$ cat config.mk
export PLATFORM = sky130hd
export DESIGN_NAME = idfw_top
export DESIGN_NICKNAME = d
export VERILOG_FILES = /design/src/idfw_tick.v /design/src/idfw_filter.v /design/src/idfw_top.v
export VERILOG_INCLUDE_DIRS = /design/src
export SDC_FILE = /design/constraint.sdc
export NUM_CORES = 1
export LEC_CHECK = 0
export ABC_CLOCK_PERIOD_IN_PS = 3500
export BUFFER_PORTS_ARGS = -buffer_cell sky130_fd_sc_hd__clkbuf_2
export CAP_MARGIN = 10
export CORE_UTILIZATION = 55
export CTS_CLUSTER_DIAMETER = 150
export CTS_CLUSTER_SIZE = 16
export DETAILED_ROUTE_END_ITERATION = 7
export GPL_TIMING_DRIVEN = 0
export PLACE_DENSITY = 0.84
export SLEW_MARGIN = 20
export SYNTH_ARGS = -nofsm -noshare
export SYNTH_HDL_FRONTEND = slang
export SYNTH_SLANG_ARGS = --single-unit
$ cat constraint.sdc
create_clock -name clk_sys -period 3.5 [get_ports clk_sys]
set_input_delay 0.175 -clock clk_sys [delete_from_list [all_inputs] [get_ports clk_sys]]
set_output_delay 0.175 -clock clk_sys [all_outputs]
set_load 0.01 [all_outputs]
$ cat src/idfw_defines.vh
`ifndef IDFW_DEFINES_VH
`define IDFW_DEFINES_VH
// Register offsets
`define IDFW_REG_DIN       4'h0
`define IDFW_REG_DOUT      4'h1
`define IDFW_REG_FILT_EN   4'h2
`define IDFW_REG_FILT_DIV  4'h3
`define IDFW_REG_RISE_EN   4'h4
`define IDFW_REG_FALL_EN   4'h5
`define IDFW_REG_CHG_STAT  4'h6
`define IDFW_REG_PWRUP     4'h7
`define IDFW_REG_SAFE      4'h8
`define IDFW_REG_WD_CTRL   4'h9
`define IDFW_REG_WD_TOUT   4'ha
`define IDFW_REG_WD_STAT   4'hb
// Field positions
`define IDFW_CHG_BIT       0
`define IDFW_OVF_BIT       1
`define IDFW_WD_EN_BIT     0
`define IDFW_WD_KICK_BIT   1
`define IDFW_WD_EXP_BIT    0
// Reset values
`define IDFW_PWRUP_RST     8'h00
`define IDFW_SAFE_RST      8'h00
`define IDFW_FILT_DIV_RST  32'h000001f4
`define IDFW_WD_TOUT_RST   32'hffffffff
// Timing
`define IDFW_CLK_NS        25
`define IDFW_SAMPLE_NS     100
`define IDFW_SAMPLE_CYC    (`IDFW_SAMPLE_NS / `IDFW_CLK_NS)
`define IDFW_PWRUP_MS      400
`define IDFW_PWRUP_CYC     (`IDFW_PWRUP_MS * 1000000 / `IDFW_CLK_NS)
`endif

$ cat src/idfw_tick.v
`timescale 1ns/1ps
`include "idfw_defines.vh"
module idfw_tick (
  // Clock and reset
  input  wire        clk_sys,
  input  wire        resetn,
  // Divider
  input  wire        en,
  input  wire [31:0] period,
  output reg         tick_q
);
  reg [31:0] cnt_q;
  always @(posedge clk_sys) begin
    if (!resetn || !en) begin
      cnt_q  <= 32'h00000000;
      tick_q <= 1'b0;
    end else if (cnt_q + 32'h00000001 >= period) begin
      cnt_q  <= 32'h00000000;
      tick_q <= 1'b1;
    end else begin
      cnt_q  <= cnt_q + 32'h00000001;
      tick_q <= 1'b0;
    end
  end
endmodule

$ cat src/idfw_filter.v
`timescale 1ns/1ps
module idfw_filter (
  // Clock and reset
  input  wire       clk_sys,
  input  wire       resetn,
  // Timing enables
  input  wire       samp_tick,
  input  wire       filt_tick,
  // Lines
  input  wire [7:0] raw,
  input  wire [7:0] filt_en,
  output wire [7:0] level
);
  reg [7:0] samp_q;
  reg [7:0] cand_q;
  reg [7:0] filt_q;
  integer i;
  always @(posedge clk_sys) begin
    if (!resetn) begin
      samp_q <= 8'h00;
      cand_q <= 8'h00;
      filt_q <= 8'h00;
    end else begin
      if (samp_tick)
        samp_q <= raw;
      if (filt_tick) begin
        for (i = 0; i < 8; i = i + 1) begin
          // Accept only a level seen on two filter edges in a row
          if (samp_q[i] == cand_q[i])
            filt_q[i] <= cand_q[i];
          cand_q[i] <= samp_q[i];
        end
      end
    end
  end
  assign level = (filt_en & filt_q) | (~filt_en & samp_q);
endmodule

$ cat src/idfw_top.v
// Contract
// - Reject pulses under half interval, pass full
// - Per-line filter enable, shared 100us-200ms interval
// - Sample inputs every 100 ns
// - Counter makes filter clock, half interval
// - New level held two filter edges
// - Falling edges filtered like rising
// - Pass delay up to one filter interval
// - Changeover relays default deenergized
// - Single-throw relays default deenergized
// - Per-relay configurable power-up state
// - Power-up states applied within 400 ms
// - Per-line change detect raises interrupt
// - Separate rising and falling enables
// - Interrupt does not name line or direction
// - Overflow on edge before handling done
// - Monitored lines unreadable until interrupt
// - Timeout forces outputs to safe state
// - Safe state held until disarm+write, reset; relays leave it on disarm alone
// - Expired flag holds, writes except watchdog control and change acknowledge ignored until disarm
// - Watchdog counts 100 ns steps, 32 bits
// - Registers reached through mapped base address
`timescale 1ns/1ps
`include "idfw_defines.vh"
module idfw_top (
  // Clock and reset
  input  wire        clk_sys,
  input  wire        resetn,
  // Register port
  input  wire [3:0]  reg_addr,
  input  wire [31:0] reg_wdata,
  input  wire        reg_wr,
  input  wire        reg_rd,
  output reg  [31:0] reg_rdata_q,
  // Field lines
  input  wire [7:0]  din_pins,
  output reg  [7:0]  relay_q,
  // Status
  output reg         chg_irq_q,
  output reg         wd_expired_q
);
  localparam [31:0] PWRUP_CYC = `IDFW_PWRUP_CYC;

  // Pin synchroniser
  reg  [7:0]  sync1_q;
  reg  [7:0]  sync2_q;
  always @(posedge clk_sys) begin
    if (!resetn) begin
      sync1_q <= 8'h00;
      sync2_q <= 8'h00;
    end else begin
      sync1_q <= din_pins;
      sync2_q <= sync1_q;
    end
  end

  // Registers
  reg  [7:0]  filt_en_q;
  reg  [31:0] filt_div_q;
  reg  [7:0]  rise_en_q;
  reg  [7:0]  fall_en_q;
  reg  [7:0]  pwrup_q;
  reg  [7:0]  safe_q;
  reg  [7:0]  dout_q;
  reg         wd_en_q;
  reg  [31:0] wd_tout_q;
  reg  [31:0] wd_cnt_q;
  reg  [31:0] pu_cnt_q;
  reg         pu_done_q;
  reg         chg_q;
  reg         ovf_q;
  reg  [7:0]  prev_q;
  reg         read_ok_q;

  wire        wr_hit_dout = reg_wr && reg_addr == `IDFW_REG_DOUT;
  wire        wr_wd_ctrl  = reg_wr && reg_addr == `IDFW_REG_WD_CTRL;
  wire        kick        = wr_wd_ctrl && reg_wdata[`IDFW_WD_KICK_BIT];
  wire        disarm      = wr_wd_ctrl && !reg_wdata[`IDFW_WD_EN_BIT];
  wire        ack = reg_wr && reg_addr == `IDFW_REG_CHG_STAT;

  // Timing enables
  wire        samp_tick;
  wire        filt_tick;
  idfw_tick u_samp (
    .clk_sys (clk_sys),
    .resetn  (resetn),
    .en      (1'b1),
    .period  (`IDFW_SAMPLE_CYC),
    .tick_q  (samp_tick)
  );
  idfw_tick u_filt (
    .clk_sys (clk_sys),
    .resetn  (resetn),
    .en      (1'b1),
    .period  (filt_div_q),
    .tick_q  (filt_tick)
  );

  // Filter
  wire [7:0]  level;
  idfw_filter u_filter (
    .clk_sys   (clk_sys),
    .resetn    (resetn),
    .samp_tick (samp_tick),
    .filt_tick (filt_tick),
    .raw       (sync2_q),
    .filt_en   (filt_en_q),
    .level     (level)
  );

  // Edge detection
  wire [7:0]  rise = level & ~prev_q & rise_en_q;
  wire [7:0]  fall = ~level & prev_q & fall_en_q;
  wire        any_edge = |(rise | fall);
  wire [7:0]  mon = rise_en_q | fall_en_q;

  always @(posedge clk_sys) begin
    if (!resetn) begin
      prev_q    <= 8'h00;
      chg_q     <= 1'b0;
      ovf_q     <= 1'b0;
      chg_irq_q <= 1'b0;
      read_ok_q <= 1'b0;
    end else begin
      prev_q <= level;
      // Change set wins over acknowledge; acknowledge clears overflow
      if (any_edge) begin
        chg_q <= 1'b1;
        if (chg_q && !ack)
          ovf_q <= 1'b1;
        else if (ack)
          ovf_q <= 1'b0;
      end else if (ack) begin
        chg_q <= 1'b0;
        ovf_q <= 1'b0;
      end
      chg_irq_q <= any_edge || (chg_q && !ack);
      if (any_edge)
        read_ok_q <= 1'b1;
    end
  end

  // Watchdog and outputs
  always @(posedge clk_sys) begin
    if (!resetn) begin
      filt_en_q    <= 8'h00;
      filt_div_q   <= `IDFW_FILT_DIV_RST;
      rise_en_q    <= 8'h00;
      fall_en_q    <= 8'h00;
      pwrup_q      <= `IDFW_PWRUP_RST;
      safe_q       <= `IDFW_SAFE_RST;
      dout_q       <= 8'h00;
      wd_en_q      <= 1'b0;
      wd_tout_q    <= `IDFW_WD_TOUT_RST;
      wd_cnt_q     <= 32'h00000000;
      wd_expired_q <= 1'b0;
      relay_q      <= 8'h00;
      pu_cnt_q     <= 32'h00000000;
      pu_done_q    <= 1'b0;
    end else begin
      if (reg_wr && !wd_expired_q) begin
        case (reg_addr)
          `IDFW_REG_FILT_EN:  filt_en_q  <= reg_wdata[7:0];
          `IDFW_REG_FILT_DIV: filt_div_q <= reg_wdata;
          `IDFW_REG_RISE_EN:  rise_en_q  <= reg_wdata[7:0];
          `IDFW_REG_FALL_EN:  fall_en_q  <= reg_wdata[7:0];
          `IDFW_REG_PWRUP:    pwrup_q    <= reg_wdata[7:0];
          `IDFW_REG_SAFE:     safe_q     <= reg_wdata[7:0];
          `IDFW_REG_WD_TOUT:  wd_tout_q  <= reg_wdata;
          default: ;
        endcase
      end
      if (wr_hit_dout && !wd_expired_q)
        dout_q <= reg_wdata[7:0];
      if (wr_wd_ctrl)
        wd_en_q <= reg_wdata[`IDFW_WD_EN_BIT];
      // Power-up hold applies programmed states
      if (!pu_done_q) begin
        if (pu_cnt_q + 32'h00000001 >= PWRUP_CYC)
          pu_done_q <= 1'b1;
        pu_cnt_q <= pu_cnt_q + 32'h00000001;
        dout_q   <= pwrup_q;
      end
      // Watchdog in 100 ns steps
      if (disarm) begin
        wd_expired_q <= 1'b0;
        wd_cnt_q     <= 32'h00000000;
      end else if (!wd_en_q || kick) begin
        wd_cnt_q <= 32'h00000000;
      end else if (samp_tick && !wd_expired_q) begin
        if (wd_cnt_q + 32'h00000001 >= wd_tout_q)
          wd_expired_q <= 1'b1;
        wd_cnt_q <= wd_cnt_q + 32'h00000001;
      end
      if (wd_expired_q)
        relay_q <= safe_q;
      else
        relay_q <= dout_q;
    end
  end

  // Register reads
  always @(posedge clk_sys) begin
    if (!resetn) begin
      reg_rdata_q <= 32'h00000000;
    end else if (reg_rd) begin
      case (reg_addr)
        `IDFW_REG_DIN:
          reg_rdata_q <= {24'h000000,
                          level & (read_ok_q ? 8'hff : ~mon)};
        `IDFW_REG_DOUT:     reg_rdata_q <= {24'h000000, dout_q};
        `IDFW_REG_FILT_EN:  reg_rdata_q <= {24'h000000, filt_en_q};
        `IDFW_REG_FILT_DIV: reg_rdata_q <= filt_div_q;
        `IDFW_REG_RISE_EN:  reg_rdata_q <= {24'h000000, rise_en_q};
        `IDFW_REG_FALL_EN:  reg_rdata_q <= {24'h000000, fall_en_q};
        `IDFW_REG_CHG_STAT: reg_rdata_q <= {30'h00000000, ovf_q, chg_q};
        `IDFW_REG_PWRUP:    reg_rdata_q <= {24'h000000, pwrup_q};
        `IDFW_REG_SAFE:     reg_rdata_q <= {24'h000000, safe_q};
        `IDFW_REG_WD_CTRL:  reg_rdata_q <= {31'h00000000, wd_en_q};
        `IDFW_REG_WD_TOUT:  reg_rdata_q <= wd_tout_q;
        `IDFW_REG_WD_STAT:  reg_rdata_q <= {31'h00000000, wd_expired_q};
        default:            reg_rdata_q <= 32'h00000000;
      endcase
    end else begin
      reg_rdata_q <= 32'h00000000;
    end
  end
endmodule

======== Word level (Yosys, flattened, before mapping) ========
Index checks and enable logic that the tools add are counted.
operators by class
  add/subtract/negate cells ............... 4
  reduce and logical (&&, ||, !) cells .... 39
  equal/unequal tests ..................... 20
  mux-type cells .......................... 14
  order comparisons ....................... 4
  bitwise logic cells ..................... 16
operators by type and width
  kind                     number
  $pmux W32 S12            1
  $add A32 B1 Y32 const B  4
  $ge A32 B32 Y1           2
  $and A8 B8 Y8            7
  $ge A32 B24 Y1 const B   1
  $ge A32 B3 Y1 const B    1
  $mux W8                  4
  $not A8 Y8               4
  $reduce_and A2 Y1        16
  $or A8 B8 Y8             3
  $eq A4 B3 Y1 const B     4
  $eq A4 B4 Y1 const B     4
  $logic_and A1 B1 Y1      9
  $mux W1                  9
  $eq A1 B1 Y1             8
  $eq A4 B2 Y1 const B     2
  $reduce_or A8 Y1         1
  $reduce_or A2 Y1         3
  $eq A4 B1 Y1 const B     1
  $logic_not A1 Y1         4
  $logic_not A4 Y1         1
  $reduce_and A3 Y1        1
  $reduce_or A3 Y1         1
  $logic_or A1 B1 Y1       2
  other kinds (3)          4
word-level totals
  bits in registers ....................... 337
  input bits .............................. 48
  logic and storage cells ................. 133
  output and inout port bits .............. 42

======== Longest topological paths before layout ========
  word-level depth ........................ 9
  depth in mapped cells ................... 16
  mapped depth without buffers ............ 14

======== Hierarchy ========
Synthesis repeated with hierarchy kept, for this count alone.
unflattened totals
  cells, all modules ...................... 2021
  area total of the unflattened synthesis .. 17573.1 um^2
modules (own cells, without submodules)
  module       times used  seq. area each (um^2)  cells an instance  area each (um^2)
  idfw_top     1           4944.7                 1368               11493.5
  idfw_tick    2           660.6                  271                2492.4
  idfw_filter  1           480.5                  111                1094.8

======== Least setup slack after synthesis ========
OpenSTA, ideal clock, no wires.
  path type ............................... register to register
  start ................................... register u_filt.cnt_q[2]
  end ..................................... register u_filt.cnt_q[10]
  period minus slack after synthesis ...... 3.407 ns
  slack ................................... 0.093 ns
  data required time ...................... 3.434 ns
  arrival ................................. 3.341 ns
  setup time .............................. 0.066 ns
  buffers on the path ..................... 2
  cell stages (with the launch flop) ...... 16
  cell sequence ........................... dfxtp_1 -> and4_1 -> buf_2 -> nand4_1 -> nor4_1 -> nand4_1 -> xnor2_1 -> ha_1 -> a21o_1 -> a21o_1 -> a21oi_1 -> o21ai_0 -> a211oi_1 -> o221ai_1 -> clkbuf_1 -> nor2b_1
on the way
  word-level cells in the longest chain between the ends .. 3
ends and longest elaborated chain
  what                        RTL line                        text
  from (decl)                 idfw_tick.v:12                  reg [31:0] cnt_q;
  from (signal assigned)      idfw_tick.v:21                  cnt_q <= cnt_q + 32'h00000001;
  $add A32 B1 Y32 *           idfw_tick.v:17, idfw_tick.v:21
  $ge A32 B32 Y1              idfw_tick.v:17                  end else if (cnt_q + 32'h00000001 >= period) begin
  $reduce_or A2 Y1 (no line)  -
Mark *: on every way between the ends. The rest lies on a longest branch, timed or not.
A chain may end at the register's enable or synchronous reset.

======== Worst setup path after layout ========
  start ................................... register u_filt.cnt_q[6]
  end ..................................... register u_filt.cnt_q[12]
Same word-level chain as after synthesis.

==> out/qor.yml <==
power_density_nw_per_um2: 384.6
clk_latency_ns: 0.55
drtIter0Drc: 1413
fillCellCount: 2285
synth.distinct_cells: 68
end_kind: "flop"
ff2ff_path_depth: 15
cts.sinks: 337
p_leak_uw: 0.007583
grt-ovfl-total: 0
dp_hpwl_um: 31010
max_slew_margin_pct: 36.09
die_w_um: 172.0
netlist_instances: 1843
ys_seq_area_share_pct: 42.43
h-tree-depth: 1
hold_viol_final: 0
yosys_warnings: 0
startpoint_type: "flop"
pin_count: 90
die_y_um: 172.0
io_buffers: 81
die-area_um2: 29590
setup_ws_ns: -0.07172
clock-root-buffer: "clkbuf_16"
whs_ns: 0.1191
drt_drc_violations_left: 0
fmax_mhz: 280.0
nets: 2145
synth.avg_cell_area_um2: 8.627
status: "finished, violations left"
ir_drop_v: 0.0004180
arrival_ns: 4.04
grt_pass1_vias: 13097
grt_max_degree: 17
worst_pin_slew_ns: 0.9499
netlist_area_um2: 15900
post_dp_cell_area_um2: 16890
vias: 14091
rsz0062_at_grt: "true"
antenna_found_initial: 0
grt_pass1_wl_um: 67540
track_usage_pct: 28.76
maxCapViolations: 0
synthFlopType: "dfxtp_1"
post_drt_via_cell_ratio: 5.852
skew_ns: 0.01815
min_path_type: "input port to flop"
num_antenna_cells: 0
synthArstFlopShare_pct: 0
hold-path-cell-count: 4
start_util_pct: 56.61
cts_tree: "done"
ys_ff_latch: 337
finalCritPeriodShare_pct: 102.0
cp.required_ns: 3.96
wirelength_um: 43840
min_period_ns: 3.572
final_antenna_net_count: 0
clk_pin_slew_ns: 0.07
crit_fanout: 7
drt_pass1_iterations: 6
clock_path_buffers: 3
num_rows: 61
synth_edf_count: 0
numCtsBuffers: 25
syn_to_final_growth_pct: 14.64
gp_congestion: 0.9367
violations: "negative setup slack"
design_area_um2: 18230
slew_violations: 0
drive_gt1_share_pct: 9.163
wire_per_inst_um: 18.21
design.core.area_um2: 28090
setup_viol: 28
path_class: "flop to flop"
power breakdown:
| group | switching, µW | internal (µW) | leakage (µW) |
|---|---|---|---|
| clock | 1360 | 1280 | 0.000321 |
| sequential | 53.6 | 3890 | 0.00274 |
| combinational | 267 | 149 | 0.00452 |
cells in the mapped netlist (all sizes together) (9+ instances only):
library cell    n  area [µm²]
a22oi          32       240.2
xor2           69       604.3
nand3          72       377.9
nand4          46       287.8
nor3b           9       67.56
o21ai          38       190.2
a31oi          15       93.84
mux2i          81       810.8
o211ai         42       315.3
xnor2          62       543.0
nor4           11       87.59
inv            75       281.5
buf            15       71.32
nand2         187       701.9
and4           15       131.4
nor2          237       889.6
nor3           34       195.2
clkbuf         85       319.1
a21o           30       225.2
or3            11       73.82
and2           30       187.7
ha             68       850.8
nand2b          9       56.30
dfxtp         337        6746
nor2b          45       281.5
a21oi          79       395.4
and3           27       168.9
a211oi         16       120.1
repair_timing:
item                       in CTS  in global routing
pin swaps                       4                 13
setup buffers                   4                 10
gates resized for setup        15                 49
hold buffers                   33                  0
gates cloned                    0                  3
setup endpoints to repair      34                 34
hold endpoints to repair       57                  0
registers in the layout (all words and copies together) (netlist names), 32 cells and up:
name,cells
wd_tout_q,32
u_samp.cnt_q,32
filt_div_q,32
wd_cnt_q,32
reg_rdata_q,32
pu_cnt_q,32
u_filt.cnt_q,32
stage by stage:
step / setup WS [ns] / power (µW) / utilization (%) / TNS [ns] / instances
global route: -0.2546 / 7210 / 64.89 / -7.189 / 2408
detailed placement: -0.7886 / 4387 / 60.12 / -24.20 / 2331
floorplan: 0.09329 / 4240 / - / 0 / 1872
global placement: -0.6781 / 4377 / 60.12 / -21.30 / 2331
finish: -0.07172 / 7009 / 64.89 / -0.6468 / 2408
CTS: 0.0005933 / 6988 / 63.91 / 0 / 2396
path summary, 6_finish.rpt:
kind	slack, ns	endpoint	startpoint
min reg2reg	0.43	sync2_q[5]	sync1_q[5]
max reg2reg	-0.07	u_filt.cnt_q[12]	u_filt.cnt_q[6]
min	0.12	ovf_q	reg_wr
max	-0.07	u_filt.cnt_q[12]	u_filt.cnt_q[6]
worst max-delay path, stage by stage, from the launching register on:
cell and delay, ns:
dfxtp_1 0.42, and4_1 0.27, nand4_1 0.13, buf_6 0.16, nor4_4 0.30, nand4_1 0.22, xnor2_2 0.21, ha_1 0.32
a21o_1 0.16, a21o_1 0.16, a21oi_2 0.21, o21ai_4 0.11, nor2_1 0.26, o221ai_4 0.22, buf_6 0.20, nor2b_1 0.14
kinds of logic (layout without fill, tap and decap cells):
group | after synthesis | after routing | synth area share [%]
DFF | 337 | 337 | 42.43
buffers and inverters | 175 | 333 | 4.226
and+or+nand+nor | 744 | 744 | 22.61
adders and majority gates | 68 | 68 | 5.351
other | 1 | 30 | 0.02359
muxes | 88 | 88 | 5.666
xor gates and xnor gates | 131 | 131 | 7.216
AOI/OAI and AO/OA | 299 | 299 | 12.47
area by class of cell:
type,count,area (µm²),area share (%)
multi-input cells,1360,8773,48.14
flip-flops and latches,337,6754,37.06
repair buffers,131,874.6,4.799
clock buffers,26,629.4,3.453
well taps,378,473.0,2.595
plain buffers,99,415.4,2.279
inverters,75,281.5,1.545
clock inverters,2,25.02,0.1373
layout by cell type, fill, tap and decap left out, types with 40 or more instances in the layout:
| master | netlist | routed |
|---|---|---|
| nand2_1 | 187 | 186 |
| dfxtp_1 | 337 | 333 |
| clkbuf_1 | 85 | 82 |
| xnor2_1 | 62 | 61 |
| o211ai_1 | 42 | 42 |
| nand4_1 | 46 | 46 |
| inv_1 | 74 | 74 |
| ha_1 | 68 | 67 |
| nor2_1 | 237 | 234 |
| nand3_1 | 70 | 69 |
| clkbuf_2 | 0 | 81 |
| xor2_1 | 69 | 67 |
| nor2b_1 | 45 | 40 |
| a21oi_1 | 79 | 77 |
| mux2i_1 | 81 | 81 |
per-layer routing:
metal	GRT usage, %	share of wire, %	vias to the layer above
li1	-	-	6707
met2	46.86	46	608
met1	39.47	43	6676
met3	3.639	7.6	100
met4	9.080	3.0	0
met5	0	0	-
Note: power is estimated with default switching activity, not from simulation.
